### src/common/wdk_pkg.sv
package wdk_pkg;

  localparam int CNT_W = 19;

  // Register byte offsets
  localparam logic [7:0] OFF_WDT_CTRL  = 8'h00;
  localparam logic [7:0] OFF_SYS_FLAGS = 8'h04;
  localparam logic [7:0] OFF_STATUS    = 8'h08;
  localparam logic [7:0] OFF_IRQ_STAT  = 8'h0C;
  localparam logic [7:0] OFF_IRQ_MASK  = 8'h10;
  localparam logic [7:0] OFF_CONFIG    = 8'h14;

  // Control register fields
  localparam int KEY_MSB = 7;
  localparam int KEY_LSB = 3;
  localparam int SEL_MSB = 2;
  localparam int SEL_LSB = 0;
  localparam logic [4:0] KEY_ENABLE  = 5'h0A;
  localparam logic [4:0] KEY_DISABLE = 5'h15;
  localparam logic [7:0] WDT_CTRL_RESET = 8'h53;

  // System flags, status, interrupt and config bit positions
  localparam int FLAG_REG_RESET = 0;
  localparam int STAT_TIMEOUT   = 0;
  localparam int STAT_PWR_DOWN  = 1;
  localparam int IRQ_OVERFLOW   = 0;
  localparam int IRQ_KEY_FAULT  = 1;
  localparam int CFG_ALWAYS     = 0;
  localparam int CFG_SRC_SUB    = 1;
  localparam logic [1:0] CFG_RESET      = 2'h0;
  localparam logic [1:0] IRQ_MASK_RESET = 2'h0;

  // Sub-clock edges between a bad key and the reset pulse
  localparam logic [1:0] FAULT_EDGES = 2'h2;
  localparam logic [1:0] DIV4_LAST   = 2'h3;

  // Timeout exponent per period code
  localparam logic [4:0] PERIOD_SHIFT [0:7] = '{
    5'h08, 5'h0A, 5'h0C, 5'h0E, 5'h0F, 5'h10, 5'h11, 5'h12
  };

  typedef struct packed {
    logic        psel;
    logic        penable;
    logic        pwrite;
    logic [7:0]  paddr;
    logic [31:0] pwdata;
  } wdk_apb_req_t;

  typedef struct packed {
    logic        pready;
    logic        pslverr;
    logic [31:0] prdata;
  } wdk_apb_rsp_t;

endpackage

### src/core/wdk_top.sv
// Behaviour
// RQ1: Control register holds key bits 7-3, period 2-0.
// RQ2: Always-enable option: either valid key runs counter.
// RQ3: Register-controlled option: 10101B disables counter.
// RQ4: Register-controlled option: 01010B enables counter.
// RQ5: Invalid key resets device after 2-3 sub-clocks; the code resets on the second sub-clock edge, 1-2 sub-clocks after the key.
// RQ6: Invalid-key reset sets register reset flag bit 0.
// RQ7: Register reset flag cleared only by software.
// RQ8: Control register resets to 01010B key, period 011.
// RQ9: Period code picks 2^8 to 2^18 source ticks.
// RQ10: Normal overflow resets device, sets timeout flag.
// RQ11: Sleep/idle overflow sets flag, resets PC/SP only.
// RQ12: Clear instruction zeroes counter; software must use it.
// RQ13: Halt instruction zeroes counter.
// RQ14: Invalid-key reset also zeroes counter.
// RQ15: Source clock is sub-clock or system clock/4.
// RQ16: Halt sets power-down flag, clears timeout flag.
// RQ17: Counter ticks while enabled, overflows at period.
module wdk_top
  import wdk_pkg::*;
(
  input  wire logic                  clock,
  input  wire logic                  reset,
  input  wire wdk_pkg::wdk_apb_req_t apb_req,
  output wdk_pkg::wdk_apb_rsp_t      apb_rsp,
  input  wire logic                  sub_clock,
  input  wire logic                  clear_watchdog_instruction,
  input  wire logic                  halt_instruction,
  input  wire logic                  low_power_mode,
  input  wire logic                  system_clock_stopped,
  output logic                       device_reset,
  output logic                       pc_sp_reset,
  output logic                       irq
);
  import wdk_pkg::*;

  typedef struct packed {
    logic [1:0]       sub_sync;
    logic             sub_prev;
    logic [1:0]       div4;
    logic [CNT_W-1:0] count;
    logic [7:0]       watchdog_control;
    logic             watchdog_reg_reset_flag;
    logic             timeout_flag;
    logic             power_down_flag;
    logic [1:0]       irq_status;
    logic [1:0]       irq_mask;
    logic [1:0]       config_bits;
    logic             fault_active;
    logic [1:0]       fault_edges;
    logic             device_reset;
    logic             pc_sp_reset;
    logic             irq;
    wdk_apb_rsp_t     rsp;
  } wdk_state_t;

  localparam wdk_state_t STATE_RESET = '{
    sub_sync:                2'h0,
    sub_prev:                1'b0,
    div4:                    2'h0,
    count:                   '0,
    watchdog_control:        WDT_CTRL_RESET,
    watchdog_reg_reset_flag: 1'b0,
    timeout_flag:            1'b0,
    power_down_flag:         1'b0,
    irq_status:              2'h0,
    irq_mask:                IRQ_MASK_RESET,
    config_bits:             CFG_RESET,
    fault_active:            1'b0,
    fault_edges:             2'h0,
    device_reset:            1'b0,
    pc_sp_reset:             1'b0,
    irq:                     1'b0,
    rsp:                     '0
  };

  wdk_state_t state;
  wdk_state_t next_state;

  logic [4:0]       key;
  logic [2:0]       period_code;
  logic             key_is_enable;
  logic             key_is_disable;
  logic             key_valid;
  logic             counting;
  logic             sub_tick;
  logic             sys_tick;
  logic             src_tick;
  logic [CNT_W-1:0] last_count;
  logic             overflow;
  logic             fault_fire;
  logic             access;
  logic             write_now;
  logic             mapped;
  logic [31:0]      read_data;
  logic [1:0]       irq_events;

  always_comb
  begin
    key            = state.watchdog_control[KEY_MSB:KEY_LSB]; // RQ1
    period_code    = state.watchdog_control[SEL_MSB:SEL_LSB]; // RQ1
    key_is_enable  = (key == KEY_ENABLE);
    key_is_disable = (key == KEY_DISABLE);
    key_valid      = key_is_enable || key_is_disable;
    counting       = key_is_enable // RQ2 RQ4
                     || (key_is_disable && state.config_bits[CFG_ALWAYS]); // RQ2 RQ3

    // Only the second synchroniser stage feeds the edge detector
    sub_tick = state.sub_sync[1] && !state.sub_prev;
    // System clock source dies with the system clock in deep sleep
    sys_tick = (state.div4 == DIV4_LAST) && !system_clock_stopped;
    src_tick = state.config_bits[CFG_SRC_SUB] ? sub_tick : sys_tick; // RQ15

    last_count = (CNT_W'(1) << PERIOD_SHIFT[period_code]) - CNT_W'(1); // RQ9
    overflow   = counting && src_tick && (state.count == last_count); // RQ17

    fault_fire = state.fault_active && sub_tick && (state.fault_edges == FAULT_EDGES - 2'h1);

    access    = apb_req.psel && apb_req.penable;
    write_now = access && state.rsp.pready && apb_req.pwrite;

    mapped    = 1'b1;
    read_data = '0;
    case (apb_req.paddr)
      OFF_WDT_CTRL:
      begin
        read_data[7:0] = state.watchdog_control; // RQ1
      end
      OFF_SYS_FLAGS:
      begin
        read_data[FLAG_REG_RESET] = state.watchdog_reg_reset_flag;
      end
      OFF_STATUS:
      begin
        read_data[STAT_TIMEOUT]  = state.timeout_flag;
        read_data[STAT_PWR_DOWN] = state.power_down_flag;
      end
      OFF_IRQ_STAT:
      begin
        read_data[1:0] = state.irq_status;
      end
      OFF_IRQ_MASK:
      begin
        read_data[1:0] = state.irq_mask;
      end
      OFF_CONFIG:
      begin
        read_data[1:0] = state.config_bits;
      end
      default:
      begin
        mapped = 1'b0;
      end
    endcase

    irq_events                = '0;
    irq_events[IRQ_OVERFLOW]  = overflow;
    irq_events[IRQ_KEY_FAULT] = fault_fire;
  end

  always_comb
  begin
    next_state = state;

    next_state.sub_sync = {state.sub_sync[0], sub_clock};
    next_state.sub_prev = state.sub_sync[1];
    next_state.div4     = state.div4 + 2'h1;

    // One wait state: pready rises in the second access cycle
    next_state.rsp.pready  = access && !state.rsp.pready;
    next_state.rsp.pslverr = access && !state.rsp.pready && !mapped;
    next_state.rsp.prdata  = (access && !state.rsp.pready && !apb_req.pwrite) ? read_data : '0;

    // Software writes first, so hardware events below win
    if (write_now)
    begin
      case (apb_req.paddr)
        OFF_WDT_CTRL:
        begin
          next_state.watchdog_control = apb_req.pwdata[7:0]; // RQ1
        end
        OFF_SYS_FLAGS:
        begin
          next_state.watchdog_reg_reset_flag = apb_req.pwdata[FLAG_REG_RESET]; // RQ7
        end
        OFF_IRQ_STAT:
        begin
          next_state.irq_status = state.irq_status & ~apb_req.pwdata[1:0];
        end
        OFF_IRQ_MASK:
        begin
          next_state.irq_mask = apb_req.pwdata[1:0];
        end
        OFF_CONFIG:
        begin
          next_state.config_bits = apb_req.pwdata[1:0];
        end
        default:
        begin
          next_state.irq_mask = state.irq_mask;
        end
      endcase
    end

    // Counter
    if (!counting)
    begin
      // A bad key freezes the count; the pending reset, a clear or a halt clears it
      if (key_valid)
      begin
        next_state.count = '0; // RQ3
      end
    end
    else if (src_tick)
    begin
      next_state.count = overflow ? '0 : state.count + CNT_W'(1); // RQ17
    end
    if (clear_watchdog_instruction)
    begin
      next_state.count           = '0; // RQ12
      next_state.power_down_flag = 1'b0;
    end
    if (halt_instruction)
    begin
      next_state.count           = '0; // RQ13
      next_state.power_down_flag = 1'b1; // RQ16
      next_state.timeout_flag    = 1'b0; // RQ16
    end

    // Bad key: count sub-clock edges, then reset
    if (!key_valid && !state.fault_active)
    begin
      next_state.fault_active = 1'b1; // RQ5
      next_state.fault_edges  = 2'h0;
    end
    else if (state.fault_active && sub_tick)
    begin
      next_state.fault_edges = state.fault_edges + 2'h1; // RQ5
    end

    next_state.device_reset = 1'b0;
    next_state.pc_sp_reset  = 1'b0;

    if (overflow)
    begin
      next_state.timeout_flag = 1'b1; // RQ10 RQ11
      if (low_power_mode)
      begin
        next_state.pc_sp_reset = 1'b1; // RQ11
      end
      else
      begin
        next_state.device_reset = 1'b1; // RQ10
      end
    end

    // Reload the key too, or a bad key would reset forever
    if (fault_fire)
    begin
      next_state.device_reset            = 1'b1; // RQ5
      next_state.watchdog_reg_reset_flag = 1'b1; // RQ6 RQ7
      next_state.count                   = '0; // RQ14
      next_state.watchdog_control        = WDT_CTRL_RESET;
      next_state.fault_active            = 1'b0;
      next_state.fault_edges             = 2'h0;
    end

    next_state.irq_status = next_state.irq_status | irq_events;
    next_state.irq        = |(next_state.irq_status & next_state.irq_mask);
  end

  always_ff @(posedge clock or posedge reset)
  begin
    if (reset)
    begin
      state <= STATE_RESET; // RQ8
    end
    else
    begin
      state <= next_state;
    end
  end

  assign apb_rsp      = state.rsp;
  assign device_reset = state.device_reset;
  assign pc_sp_reset  = state.pc_sp_reset;
  assign irq          = state.irq;

endmodule

### config.mk
export PLATFORM = sky130hd
export DESIGN_NAME = wdk_top
export DESIGN_NICKNAME = d
export VERILOG_FILES = /design/src/common/wdk_pkg.sv /design/src/core/wdk_top.sv
export SDC_FILE = /design/constraint.sdc
export NUM_CORES = 1
export LEC_CHECK = 0
export ABC_CLOCK_PERIOD_IN_PS = 7300
export BUFFER_PORTS_ARGS = -buffer_cell sky130_fd_sc_hd__clkbuf_2
export CORE_MARGIN = 4
export CORE_UTILIZATION = 55
export CTS_CLUSTER_SIZE = 16
export DETAILED_ROUTE_END_ITERATION = 10
export HOLD_SLACK_MARGIN = 0.08
export PLACE_DENSITY = 0.83
export SYNTH_ARGS = -nofsm -noshare
export SYNTH_HDL_FRONTEND = slang
export SYNTH_SLANG_ARGS = --single-unit
### constraint.sdc
create_clock -name clock -period 7.3 [get_ports clock]
set_input_delay 1.46 -clock clock [delete_from_list [all_inputs] [get_ports clock]]
set_output_delay 1.46 -clock clock [all_outputs]
set_load 0.03 [all_outputs]
== Word level (Yosys, flattened, before mapping) ==
Memories as Yosys holds them, arrays and structs flattened.
Cells that the tools add are included.

* Register bits after elaboration: 57
* Bits in latches: 0
* Memory bits (writable): 0
* Memory bits (read-only): 40
* Input bits: 50
* Word-level logic and storage cells: 112
* Memories kept: 1

* Add/sub/neg operators: 4
* Multipliers: 0
* Div/mod/pow operators: 0
* Order comparisons: 1
* Eq/ne operators: 11
* Shift operators: 1
* Muxes and demuxes: 32
* Bitwise gates (word level): 5
* Reduce and logical (&&, ||, !) cells: 38

{| class="wikitable"
|+ Memory list
! name !! words !! bits a word !! rd ports !! clocked after memory_dff !! write ports !! line !! RTL
|-
| (name not given) || 8 || 5 || 1 || 0 || 0 || wdk_top.sv:114 || <nowiki>last_count = (CNT_W'(1) << PERIOD_SHIFT[period_code]) - CNT_W'(1);</nowiki>
|}

{| class="wikitable"
|+ Operators by type and width
! cell !! count
|-
| 19-bit two-way mux || 6
|-
| 28-bit two-way mux || 1
|-
| 19-bit by 1-bit adder with 19-bit output (second input constant) || 1
|-
| 19-bit equality test || 1
|-
| 1-bit by 5-bit << shifter with 19-bit output (first input constant) || 1
|-
| 19-bit by 2-bit subtractor with 19-bit output (second input constant) || 1
|-
| 8-bit by 4-bit equality test with 1-bit output (second input constant) || 2
|-
| 8-bit by 5-bit equality test with 1-bit output (second input constant) || 2
|-
| 8-bit two-way mux || 2
|-
| 1-bit logical AND || 14
|-
| 2-bit two-way mux || 7
|-
| 6-bit two-way mux || 2
|-
| 2-bit nonzero test || 6
|-
| 5-bit two-way mux || 2
|-
| 9-bit two-way mux || 1
|-
| 8-bit by 3-bit equality test with 1-bit output (second input constant) || 1
|-
| 8-bit zero test || 1
|-
| 1-bit two-way mux || 8
|-
| 2-bit AND reduction || 4
|-
| 1-bit zero test || 7
|-
| 1-bit one-hot mux with 6 select lines || 1
|-
| 6-bit OR reduction || 1
|-
| 5-bit by 4-bit equality test with 1-bit output (second input constant) || 1
|-
| 5-bit equality test (second input constant) || 1
|-
| other kinds (15) || 18
|}

== Depth between registers and ports, before layout ==
Gate-level depths: netlist (run 1).

* Depth after elaboration: 14
* Depth in mapped cells: 11
* Gate-level depth less buffers: 9

== Worst setup path after synthesis (run 1) ==
Ideal clock, no wire load.

* Kind: input to register
* From: input port system_clock_stopped
* To: register state[73] (netlist name)
* Setup time: 0.065 ns
* Arrival: 3.054 ns
* Data required time: 7.235 ns
* Setup slack: 4.181 ns
* Cell stages on the path: 7
* Path buffers: 0
* Cell sequence: nor3b_1 > nor2_1 > a2bb2oi_1 > nor2_1 > or4_1 > a21boi_1 > a21o_1

* Word-level cells in the longest chain between the ends: 11
* Elaborated cells between the ends (all ways): 13

{| class="wikitable"
|+ RTL lines
! item !! line !! RTL
|-
| from (decl) || wdk_top.sv:30 || <nowiki>input wire logic system_clock_stopped,</nowiki>
|-
| 1-bit zero test * || wdk_top.sv:111 || <nowiki>sys_tick = (state.div4 == DIV4_LAST) && !system_clock_stopped;</nowiki>
|-
| 1-bit logical AND * || wdk_top.sv:111 ||
|-
| 1-bit two-way mux * || wdk_top.sv:112 || <nowiki>src_tick = state.config_bits[CFG_SRC_SUB] ? sub_tick : sys_tick;</nowiki>
|-
| 1-bit logical AND (2 in series) || wdk_top.sv:115 || <nowiki>overflow = counting && src_tick && (state.count == last_count);</nowiki>
|-
| 19-bit two-way mux || wdk_top.sv:216 || <nowiki>next_state.count = overflow ? '0 : state.count + CNT_W'(1);</nowiki>
|-
| 19-bit two-way mux || wdk_top.sv:214 || <nowiki>else if (src_tick)</nowiki>
|-
| 19-bit two-way mux || wdk_top.sv:206 || <nowiki>if (!counting)</nowiki>
|-
| 19-bit two-way mux || wdk_top.sv:218 || <nowiki>if (clear_watchdog_instruction)</nowiki>
|-
| 19-bit two-way mux || wdk_top.sv:223 || <nowiki>if (halt_instruction)</nowiki>
|-
| 28-bit two-way mux || wdk_top.sv:258 || <nowiki>if (fault_fire)</nowiki>
|-
| to (signal assigned) || wdk_top.sv:280 || <nowiki>state <= next_state;</nowiki>
|-
| to (decl) || wdk_top.sv:77 || <nowiki>wdk_state_t state;</nowiki>
|}

Every way passes the cells marked *; elsewhere a longest branch is shown, timed or not. The select of a mux whose other input is x is not followed.
A chain may end at the register's enable or synchronous reset.

== Worst setup path after layout (run 1) ==
Ends and elaborated chain as after synthesis.

==> results.py, run 1 <==
metrics = {
    "status": {
        "status": "finished clean",
    },
    "yosys": {
        "synth-async-reset-ratio_pct": 100,
        "synth-compound-area-share_pct": 11.7,
        "synth.avg_cell_area_um2": 9.55,
        "muxShareOfSynthArea_pct": 5.00,
        "synth_top_family_by_area": "simple AND/OR/NAND/NOR gates",
        "yosysUniqueCellTypes": 61,
        "yosys.area_share.adder_pct": 1.89,
        "mappedNetlistArea_um2": 3300,
        "synthesis.instances": 346,
        "synth_xor_xnor_area_share_pct": 3.18,
        "synthFlopType": "sky130_fd_sc_hd__dfrtp_1",
        "ys_warn_count": 0,
        "synthTopCellsByArea": "sky130_fd_sc_hd__dfrtp_1, sky130_fd_sc_hd__buf_4, sky130_fd_sc_hd__nor2_1, sky130_fd_sc_hd__mux2i_1, sky130_fd_sc_hd__dfstp_2",
        "ys_ff_latch": 57,
        "yosys.area.top_type_share_pct": 40.2,
        "synth_seq_area_share_pct": 43.3,
        "synth_top_area_cell": "sky130_fd_sc_hd__dfrtp_1",
        "post_synth_and_or_nand_nor_area_fraction_pct": 23.6,
        "synth_edf_count": 0,
    },
    "placement": {
        "post-place-ws_ps": 3470,
        "buffer_ports.inserted": 38,
        "place.detailed.hpwl_um": 5010,
        "gp_routability_congestion": 0.939,
    },
    "clock_tree": {
        "clock_insertion_delay_worst_skew_ps": 340,
        "cts_hold_buffers": 0,
        "clk_path_buf_depth": 2,
        "clock_tree.root_cell": "sky130_fd_sc_hd__clkbuf_8",
        "post_cts.repair.setup_buffers": 0,
        "cts_tree": "done",
        "inserted_clock_buffers": 9,
        "cts.htree.levels": 3,
        "post_cts_resize_count": 0,
        "clkTransAtPathRegs_ps": 60,
        "cts.sinks": 57,
    },
    "flow_run": {
        "drv.max_cap_violation_count": 0,
    },
    "worst_setup_path": {
        "critical_path.reg2reg.endpoint": "state[66]",
        "crit_slowest_cell": "sky130_fd_sc_hd__a2bb2oi_1",
        "timing.critical_path.arrival_ps": 3830,
        "critPathMaxStageDelay_ps": 640,
        "timing.reg2reg.worst_path_depth": 9,
        "setup.worst_path.start_class": "primary input",
        "crit_required_ps": 7580,
        "setup.worst_path.class": "primary input to flip-flop",
        "timing.critical_path.fanout_max": 10,
        "critical-path-top-cell-by-count": "sky130_fd_sc_hd__nor2_1",
        "timing.reg2reg.setup_slack_ps": 4200,
        "critical_path.endpoint_type": "flip-flop",
        "cp_cell_sequence": "clkbuf_2, nor3b_1, nor2_1, a2bb2oi_1, nor2_1, or4_1, a21boi_1, a21o_1",
        "r2r-start": "period_code[0]",
    },
    "grt": {
        "global_route.usage.total_pct": 20.6,
        "grt_pass1_wl_um": 12100,
        "first_global_vias": 2614,
        "grt_max_degree": 58,
        "grt_antenna_before_repair": 0,
        "globalRouteOverflowTotal": 0,
    },
    "floorplanning": {
        "dieHeight_um": 85.5,
        "fp.coreArea_um2": 5680,
        "placementRows": 27,
        "die_area_um2": 7310,
        "die_w_um": 85.5,
        "floorplan.initialDensity_pct": 58.2,
        "boundaryPins": 87,
    },
    "timing": {
        "timing.final.ws_setup_ps": 3750,
        "final_max_slew_viol_count": 0,
        "maxClockFrequency_mhz": 281,
        "fin_crit_ps": 3550,
        "fin_worst_skew_ps": 8.29,
        "share_of_the_clock_period_used_by_the_worst_path_after_layout_pct": 48.7,
        "unrepaired_setup_endpoints_after_global_routing": "false",
        "finalSetupViolCount": 0,
        "setup_tns_ps": 0,
        "fin_worst_hold_slack_ps": 358,
        "worst-slew-pin-transition_ps": 1120,
        "report.final.hold_viol_count": 0,
        "maxSlewHeadroom_pct": 24.5,
    },
    "routing": {
        "vias": 2549,
        "antenna_violating_nets_post_route": 0,
        "dr.first_iter.drc_count": 236,
        "route.detailed.drc": 0,
        "routed_wirelength_um": 6840,
        "route.detailed.vias_per_inst": 5.61,
        "wire_per_inst_um": 15.1,
        "drt_pass1_iterations": 4,
    },
    "finish": {
        "most-common-layout-cells": "sky130_fd_sc_hd__dfrtp_1, sky130_fd_sc_hd__nor2_1, sky130_fd_sc_hd__clkbuf_2",
        "nNetsFinal": 432,
        "mostFrequentLayoutCell": "sky130_fd_sc_hd__dfrtp_1",
        "share_of_cells_above_drive_strength_1_pct": 18.1,
        "finalCoreUtilization_pct": 63.0,
        "synth_to_final_area_change_pct": 8.22,
        "diodes": 0,
    },
    "pwr": {
        "totalPowerFinal_mw": 0.708,
        "power.density_nw_per_um2": 198,
        "static-leakage-power_nw": 1.75,
        "vdd_drop_max_mv": 0.144,
    },
    "min_path": {
        "holdCritPathClass": "flip-flop to flip-flop",
        "timing.hold.worst_path_depth": 0,
        "hold-path-endpoint": "next_state[78]",
        "worstHoldStart": "next_state[80]",
    },
}
[where the power goes]
part           total (mW)  internal [mW]  switching, mW
combinational      0.0757         0.0228         0.0528
sequential          0.336          0.327        0.00951
clock               0.296          0.175          0.121
total               0.708          0.525          0.183
[worst max-delay path by stage]
| stage | start | endpoint | cells past startpoint |
|---|---|---|---|
| floorplan | system_clock_stopped | state[73] | 7 |
| global placement | system_clock_stopped | state[73] | 8 |
| detailed placement | system_clock_stopped | state[73] | 8 |
| CTS | system_clock_stopped | state[73] | 8 |
| global route | system_clock_stopped | state[73] | 8 |
| finish | system_clock_stopped | state[73] | 8 |
[area by class of cell]
cell class	count	area, um2
fill	459	2100
multi-input combinational	254	1600
sequential	57	1430
timing repair buffer	39	198
clock buffer	13	159
tap	72	90.1
inverter	16	60.1
clock inverter	3	40.0
[kinds of logic after synthesis]
| logic type | count (synthesis) |
|---|---|
| mux | 16 |
| compound gates | 50 |
| fa+ha+maj | 5 |
| buf+inv | 59 |
| flops | 57 |
| xor+xnor | 12 |
| other cells | 2 |
| simple gates | 145 |
[per-stage QoR]
step           area, um2  instances
2_1_floorplan       3390        370
3_3_place_gp        3380        438
3_5_place_dp        3380        438
4_1_cts             3570        454
5_1_grt             3570        454
6_report            3570        454
[critical path, delay by kind of cell]
family	cells	cell delay, ps
AND/OR/NAND/NOR	4	1390
AO/OA/AOI/OAI	3	880
buffers and inverters	1	90
[synthesized netlist by cell type (6+ instances only)]
cell	count
sky130_fd_sc_hd__nand3_1	14
sky130_fd_sc_hd__nor2_1	41
sky130_fd_sc_hd__nand2_1	28
sky130_fd_sc_hd__xnor2_1	10
sky130_fd_sc_hd__dfrtp_1	53
sky130_fd_sc_hd__mux2i_1	12
sky130_fd_sc_hd__buf_4	35
sky130_fd_sc_hd__a21o_1	6
sky130_fd_sc_hd__inv_1	16
sky130_fd_sc_hd__and2_1	9
sky130_fd_sc_hd__nand4_1	7
sky130_fd_sc_hd__a21oi_1	6
sky130_fd_sc_hd__o21ai_0	6
[registers in the layout, indices dropped and copies added, names as in the netlist]
| name | flops |
|---|---|
| next_state | 2 |
| irq | 1 |
| device_reset | 1 |
| period_code | 3 |
| key | 5 |
| apb_rsp | 10 |
| state | 34 |
| pc_sp_reset | 1 |
[metal layers]
layer	up-vias	share of wire, %	global-route usage (%)
met5	-	0	0
met4	0	1.9	8.63
met3	14	6.2	5.09
met2	83	48	32.4
met1	1221	44	27.2
li1	1231	-	-
Power figures use the tool's default switching activity.
==> run 2, diff against run 1 <==
--- a/config.mk
+++ b/config.mk
@@ -5,14 +5,15 @@
 export SDC_FILE = /design/constraint.sdc
 export NUM_CORES = 1
 export LEC_CHECK = 0
-export ABC_CLOCK_PERIOD_IN_PS = 7300
+export ABC_AREA = 1
+export ABC_CLOCK_PERIOD_IN_PS = 2900
 export BUFFER_PORTS_ARGS = -buffer_cell sky130_fd_sc_hd__clkbuf_2
 export CORE_MARGIN = 4
-export CORE_UTILIZATION = 55
+export CORE_UTILIZATION = 49
 export CTS_CLUSTER_SIZE = 16
 export DETAILED_ROUTE_END_ITERATION = 10
 export HOLD_SLACK_MARGIN = 0.08
-export PLACE_DENSITY = 0.83
+export PLACE_DENSITY = 0.77
 export SYNTH_ARGS = -nofsm -noshare
 export SYNTH_HDL_FRONTEND = slang
 export SYNTH_SLANG_ARGS = --single-unit
==> constraint.sdc (replaced) <==
create_clock -name clock -period 2.9 [get_ports clock]
set_input_delay 0.58 -clock clock [delete_from_list [all_inputs] [get_ports clock]]
set_output_delay 0.58 -clock clock [all_outputs]
set_load 0.03 [all_outputs]
==> run 2 against run 1 <==
Against the previous run: worst setup slack worse by 3200 ps; largest power group unchanged; first-iteration DRC count increased by 3.4%; critical path depth increased by 4; register-to-register slack lost 3700 ps; count of clock-buffer cells in the layout is 4 lower; power increased to 2.9 times the previous value; clock power grew 120%; non-clock buffer count rose by 2; combinational power increased to 6.5 times the previous value; hold slack got worse by 13 ps; largest cell class unchanged; final area is 7.2% higher; critical path type is now flip-flop to flip-flop.
==> results.py, run 2 <==
metrics = {
    "yosys": {
        "mappedNetlistArea_um2": 3530,
        "synth.avg_cell_area_um2": 7.58,
        "synth_commonest_cells": "sky130_fd_sc_hd__nand2_1, sky130_fd_sc_hd__inv_1, sky130_fd_sc_hd__dfrtp_1",
        "synthFlopType": "sky130_fd_sc_hd__dfrtp_1",
        "synth.most_common_cell": "sky130_fd_sc_hd__nand2_1",
        "yosys.area.top_type_share_pct": 37.6,
        "synthesis.instances": 466,
        "ys_warn_count": 0,
        "synth_top_area_cell": "sky130_fd_sc_hd__dfrtp_1",
        "synth-async-reset-ratio_pct": 100,
        "ys_ff_latch": 57,
        "synth_edf_count": 0,
        "yosysUniqueCellTypes": 40,
        "synth_seq_area_share_pct": 40.5,
        "synthTopCellsByArea": "sky130_fd_sc_hd__dfrtp_1, sky130_fd_sc_hd__nand2_1, sky130_fd_sc_hd__buf_4, sky130_fd_sc_hd__inv_1, sky130_fd_sc_hd__nand3_1",
    },
    "finish": {
        "finalCoreUtilization_pct": 55.5,
        "share_of_cells_above_drive_strength_1_pct": 17.5,
        "mostFrequentLayoutCell": "sky130_fd_sc_hd__nand2_1",
        "most-common-layout-cells": "sky130_fd_sc_hd__nand2_1, sky130_fd_sc_hd__inv_1, sky130_fd_sc_hd__dfrtp_1",
        "nNetsFinal": 558,
        "final_area_um2": 3830,
        "diodes": 0,
        "synth_to_final_area_change_pct": 8.54,
        "largest_register": "state",
        "largest_register_ff_count": 34,
    },
    "routing": {
        "routed_wirelength_um": 7570,
        "route.detailed.drc": 0,
        "drt_pass1_iterations": 5,
        "dr.first_iter.drc_count": 244,
        "route.detailed.vias_per_inst": 5.06,
        "antenna_violating_nets_post_route": 0,
        "wire_per_inst_um": 12.5,
        "vias": 3055,
    },
    "placement": {
        "gp_routability_congestion": 0.878,
        "place.detailed.hpwl_um": 5700,
        "buffer_ports.inserted": 38,
        "place_area_um2": 3650,
    },
    "worst_setup_path": {
        "timing.reg2reg.worst_path_depth": 12,
        "crit_startpoint": "period_code[0]",
        "crit_required_ps": 3110,
        "setup.worst_path.start_class": "flip-flop",
        "timing.critical_path.fanout_max": 16,
        "setup.worst_path.class": "flip-flop to flip-flop",
        "critical_path.endpoint_type": "flip-flop",
        "timing.critical_path.arrival_ps": 2580,
        "r2r-start": "period_code[0]",
    },
    "timing": {
        "unrepaired_setup_endpoints_after_global_routing": "false",
        "fin_worst_skew_ps": 9.18,
        "maxSlewHeadroom_pct": 53.2,
        "report.final.hold_viol_count": 0,
        "finalSetupViolCount": 0,
        "maxClockFrequency_mhz": 422,
        "fin_crit_ps": 2370,
        "final_max_slew_viol_count": 0,
        "setup_tns_ps": 0,
        "worst-slew-pin-transition_ps": 702,
        "share_of_the_clock_period_used_by_the_worst_path_after_layout_pct": 81.7,
    },
    "grt": {
        "grt_pass1_wl_um": 13200,
        "grt_antenna_before_repair": 0,
        "grt_max_degree": 58,
        "first_global_vias": 3000,
        "globalRouteOverflowTotal": 0,
        "global_route.usage.total_pct": 19.2,
    },
    "min_path": {
        "timing.hold.worst_path_depth": 1,
        "holdCritPathClass": "primary input to flip-flop",
        "worstHoldStart": "sub_clock",
    },
    "floorplanning": {
        "die_area_um2": 8630,
        "die_w_um": 92.9,
        "placementRows": 30,
        "fp.coreArea_um2": 6910,
        "dieHeight_um": 92.9,
        "floorplan.initialDensity_pct": 51.1,
        "boundaryPins": 87,
    },
    "pwr": {
        "power.share.clock_pct": 31.9,
        "power.density_nw_per_um2": 542,
        "vdd_drop_max_mv": 0.343,
        "cellInternalPower_mw": 1.31,
        "power_switching_share_pct": 36.9,
        "power.share.sequential_pct": 44.4,
        "p_switching_mw": 0.768,
        "share_comb_of_total_power_pct": 23.7,
        "static-leakage-power_nw": 1.88,
    },
    "clock_tree": {
        "clkTransAtPathRegs_ps": 70,
        "clock_tree.root_cell": "sky130_fd_sc_hd__clkbuf_8",
        "cts_hold_buffers": 0,
        "clk_path_buf_depth": 2,
        "cts.sinks": 57,
        "post_cts_resize_count": 0,
        "post_cts.repair.setup_buffers": 0,
        "clock_insertion_delay_worst_skew_ps": 340,
        "inserted_clock_buffers": 9,
        "cts_tree": "done",
        "cts.htree.levels": 3,
    },
    "status": {
        "status": "finished clean",
    },
    "flow_run": {
        "drv.max_cap_violation_count": 0,
    },
}
[run 2: cell types whose count changed after synthesis, moves of 6 or more]
cell | previous run | this run
sky130_fd_sc_hd__nand3_1 | 14 | 31
sky130_fd_sc_hd__nor2_1 | 41 | 33
sky130_fd_sc_hd__inv_1 | 16 | 64
sky130_fd_sc_hd__nor3_1 | 5 | 16
sky130_fd_sc_hd__and2_1 | 9 | 0
sky130_fd_sc_hd__o21ai_0 | 6 | 24
sky130_fd_sc_hd__nor2_2 | 0 | 6
sky130_fd_sc_hd__mux2i_1 | 12 | 0
sky130_fd_sc_hd__a21oi_2 | 0 | 11
sky130_fd_sc_hd__xnor2_1 | 10 | 1
sky130_fd_sc_hd__xor2_1 | 2 | 9
sky130_fd_sc_hd__a21oi_1 | 6 | 13
sky130_fd_sc_hd__nand2_1 | 28 | 115
[run 2: cell type report]
| cell class | instances | area [um2] |
|---|---|---|
| clock buffer | 9 | 124 |
| multi-input combinational | 328 | 1640 |
| clock inverter | 7 | 55.1 |
| sequential | 57 | 1430 |
| inverter | 66 | 248 |
| tap | 96 | 120 |
| fill | 653 | 3070 |
| timing repair buffer | 41 | 213 |
[run 2: worst max-delay path, stage by stage, from the launching register on]
cell and delay [ps]:
sky130_fd_sc_hd__dfstp_2 570, sky130_fd_sc_hd__inv_2 110, sky130_fd_sc_hd__ha_1 330, sky130_fd_sc_hd__inv_1 110
sky130_fd_sc_hd__nand4_1 140, sky130_fd_sc_hd__nand3b_1 170, sky130_fd_sc_hd__nand2_1 80, sky130_fd_sc_hd__inv_1 60
sky130_fd_sc_hd__nand3_1 80, sky130_fd_sc_hd__nor2_2 130, sky130_fd_sc_hd__nand2_4 110, sky130_fd_sc_hd__nand2_4 230
sky130_fd_sc_hd__a21oi_1 110
[run 2: path summary, 6_finish.rpt]
check	slack, ps	endpoint
max	530	state[59]
min in group asynchronous	420	state[76]
min	350	next_state[80]
max reg2reg	530	state[59]
min reg2reg	350	next_state[78]
max in group asynchronous	2030	irq
[run 2: metal layers]
layer / up-vias / track usage, % / wire length (um)
li1: 1511 / - / -
met1: 1432 / 24.4 / 3400
met2: 102 / 31.5 / 3630
met3: 10 / 3.25 / 424
met4: 0 / 9.16 / 118
met5: - / 0 / 0
[run 2: logic make-up after synthesis]
kind of cell / Yosys count / share of synthesized area [%]
simple gates: 227 / 28.8
buf+inv: 105 / 15.5
compound gates: 59 / 10.2
flops: 57 / 40.5
xor+xnor: 11 / 2.94
fa+ha+maj: 5 / 1.77
other cells: 2 / 0.213
[run 2: power groups by stage]
stage	sequential [mW]	clock, mW	combinational [mW]
floorplan	0.912	0	0.434
global placement	0.930	0	0.474
detailed placement	0.936	0	0.489
CTS	0.921	0.682	0.493
global route	0.931	0.716	0.564
finish	0.923	0.662	0.494
[run 2: stage by stage]
stage          hold WS [ps]  cells  total power, mW  setup slack, ps
6_report                345    604             2.08              530
5_1_grt                 338    604             2.21              292
4_1_cts                 332    604             2.10              541
3_5_place_dp            339    588             1.43              541
3_3_place_gp            331    588             1.40              630
2_1_floorplan           331    490             1.35              823
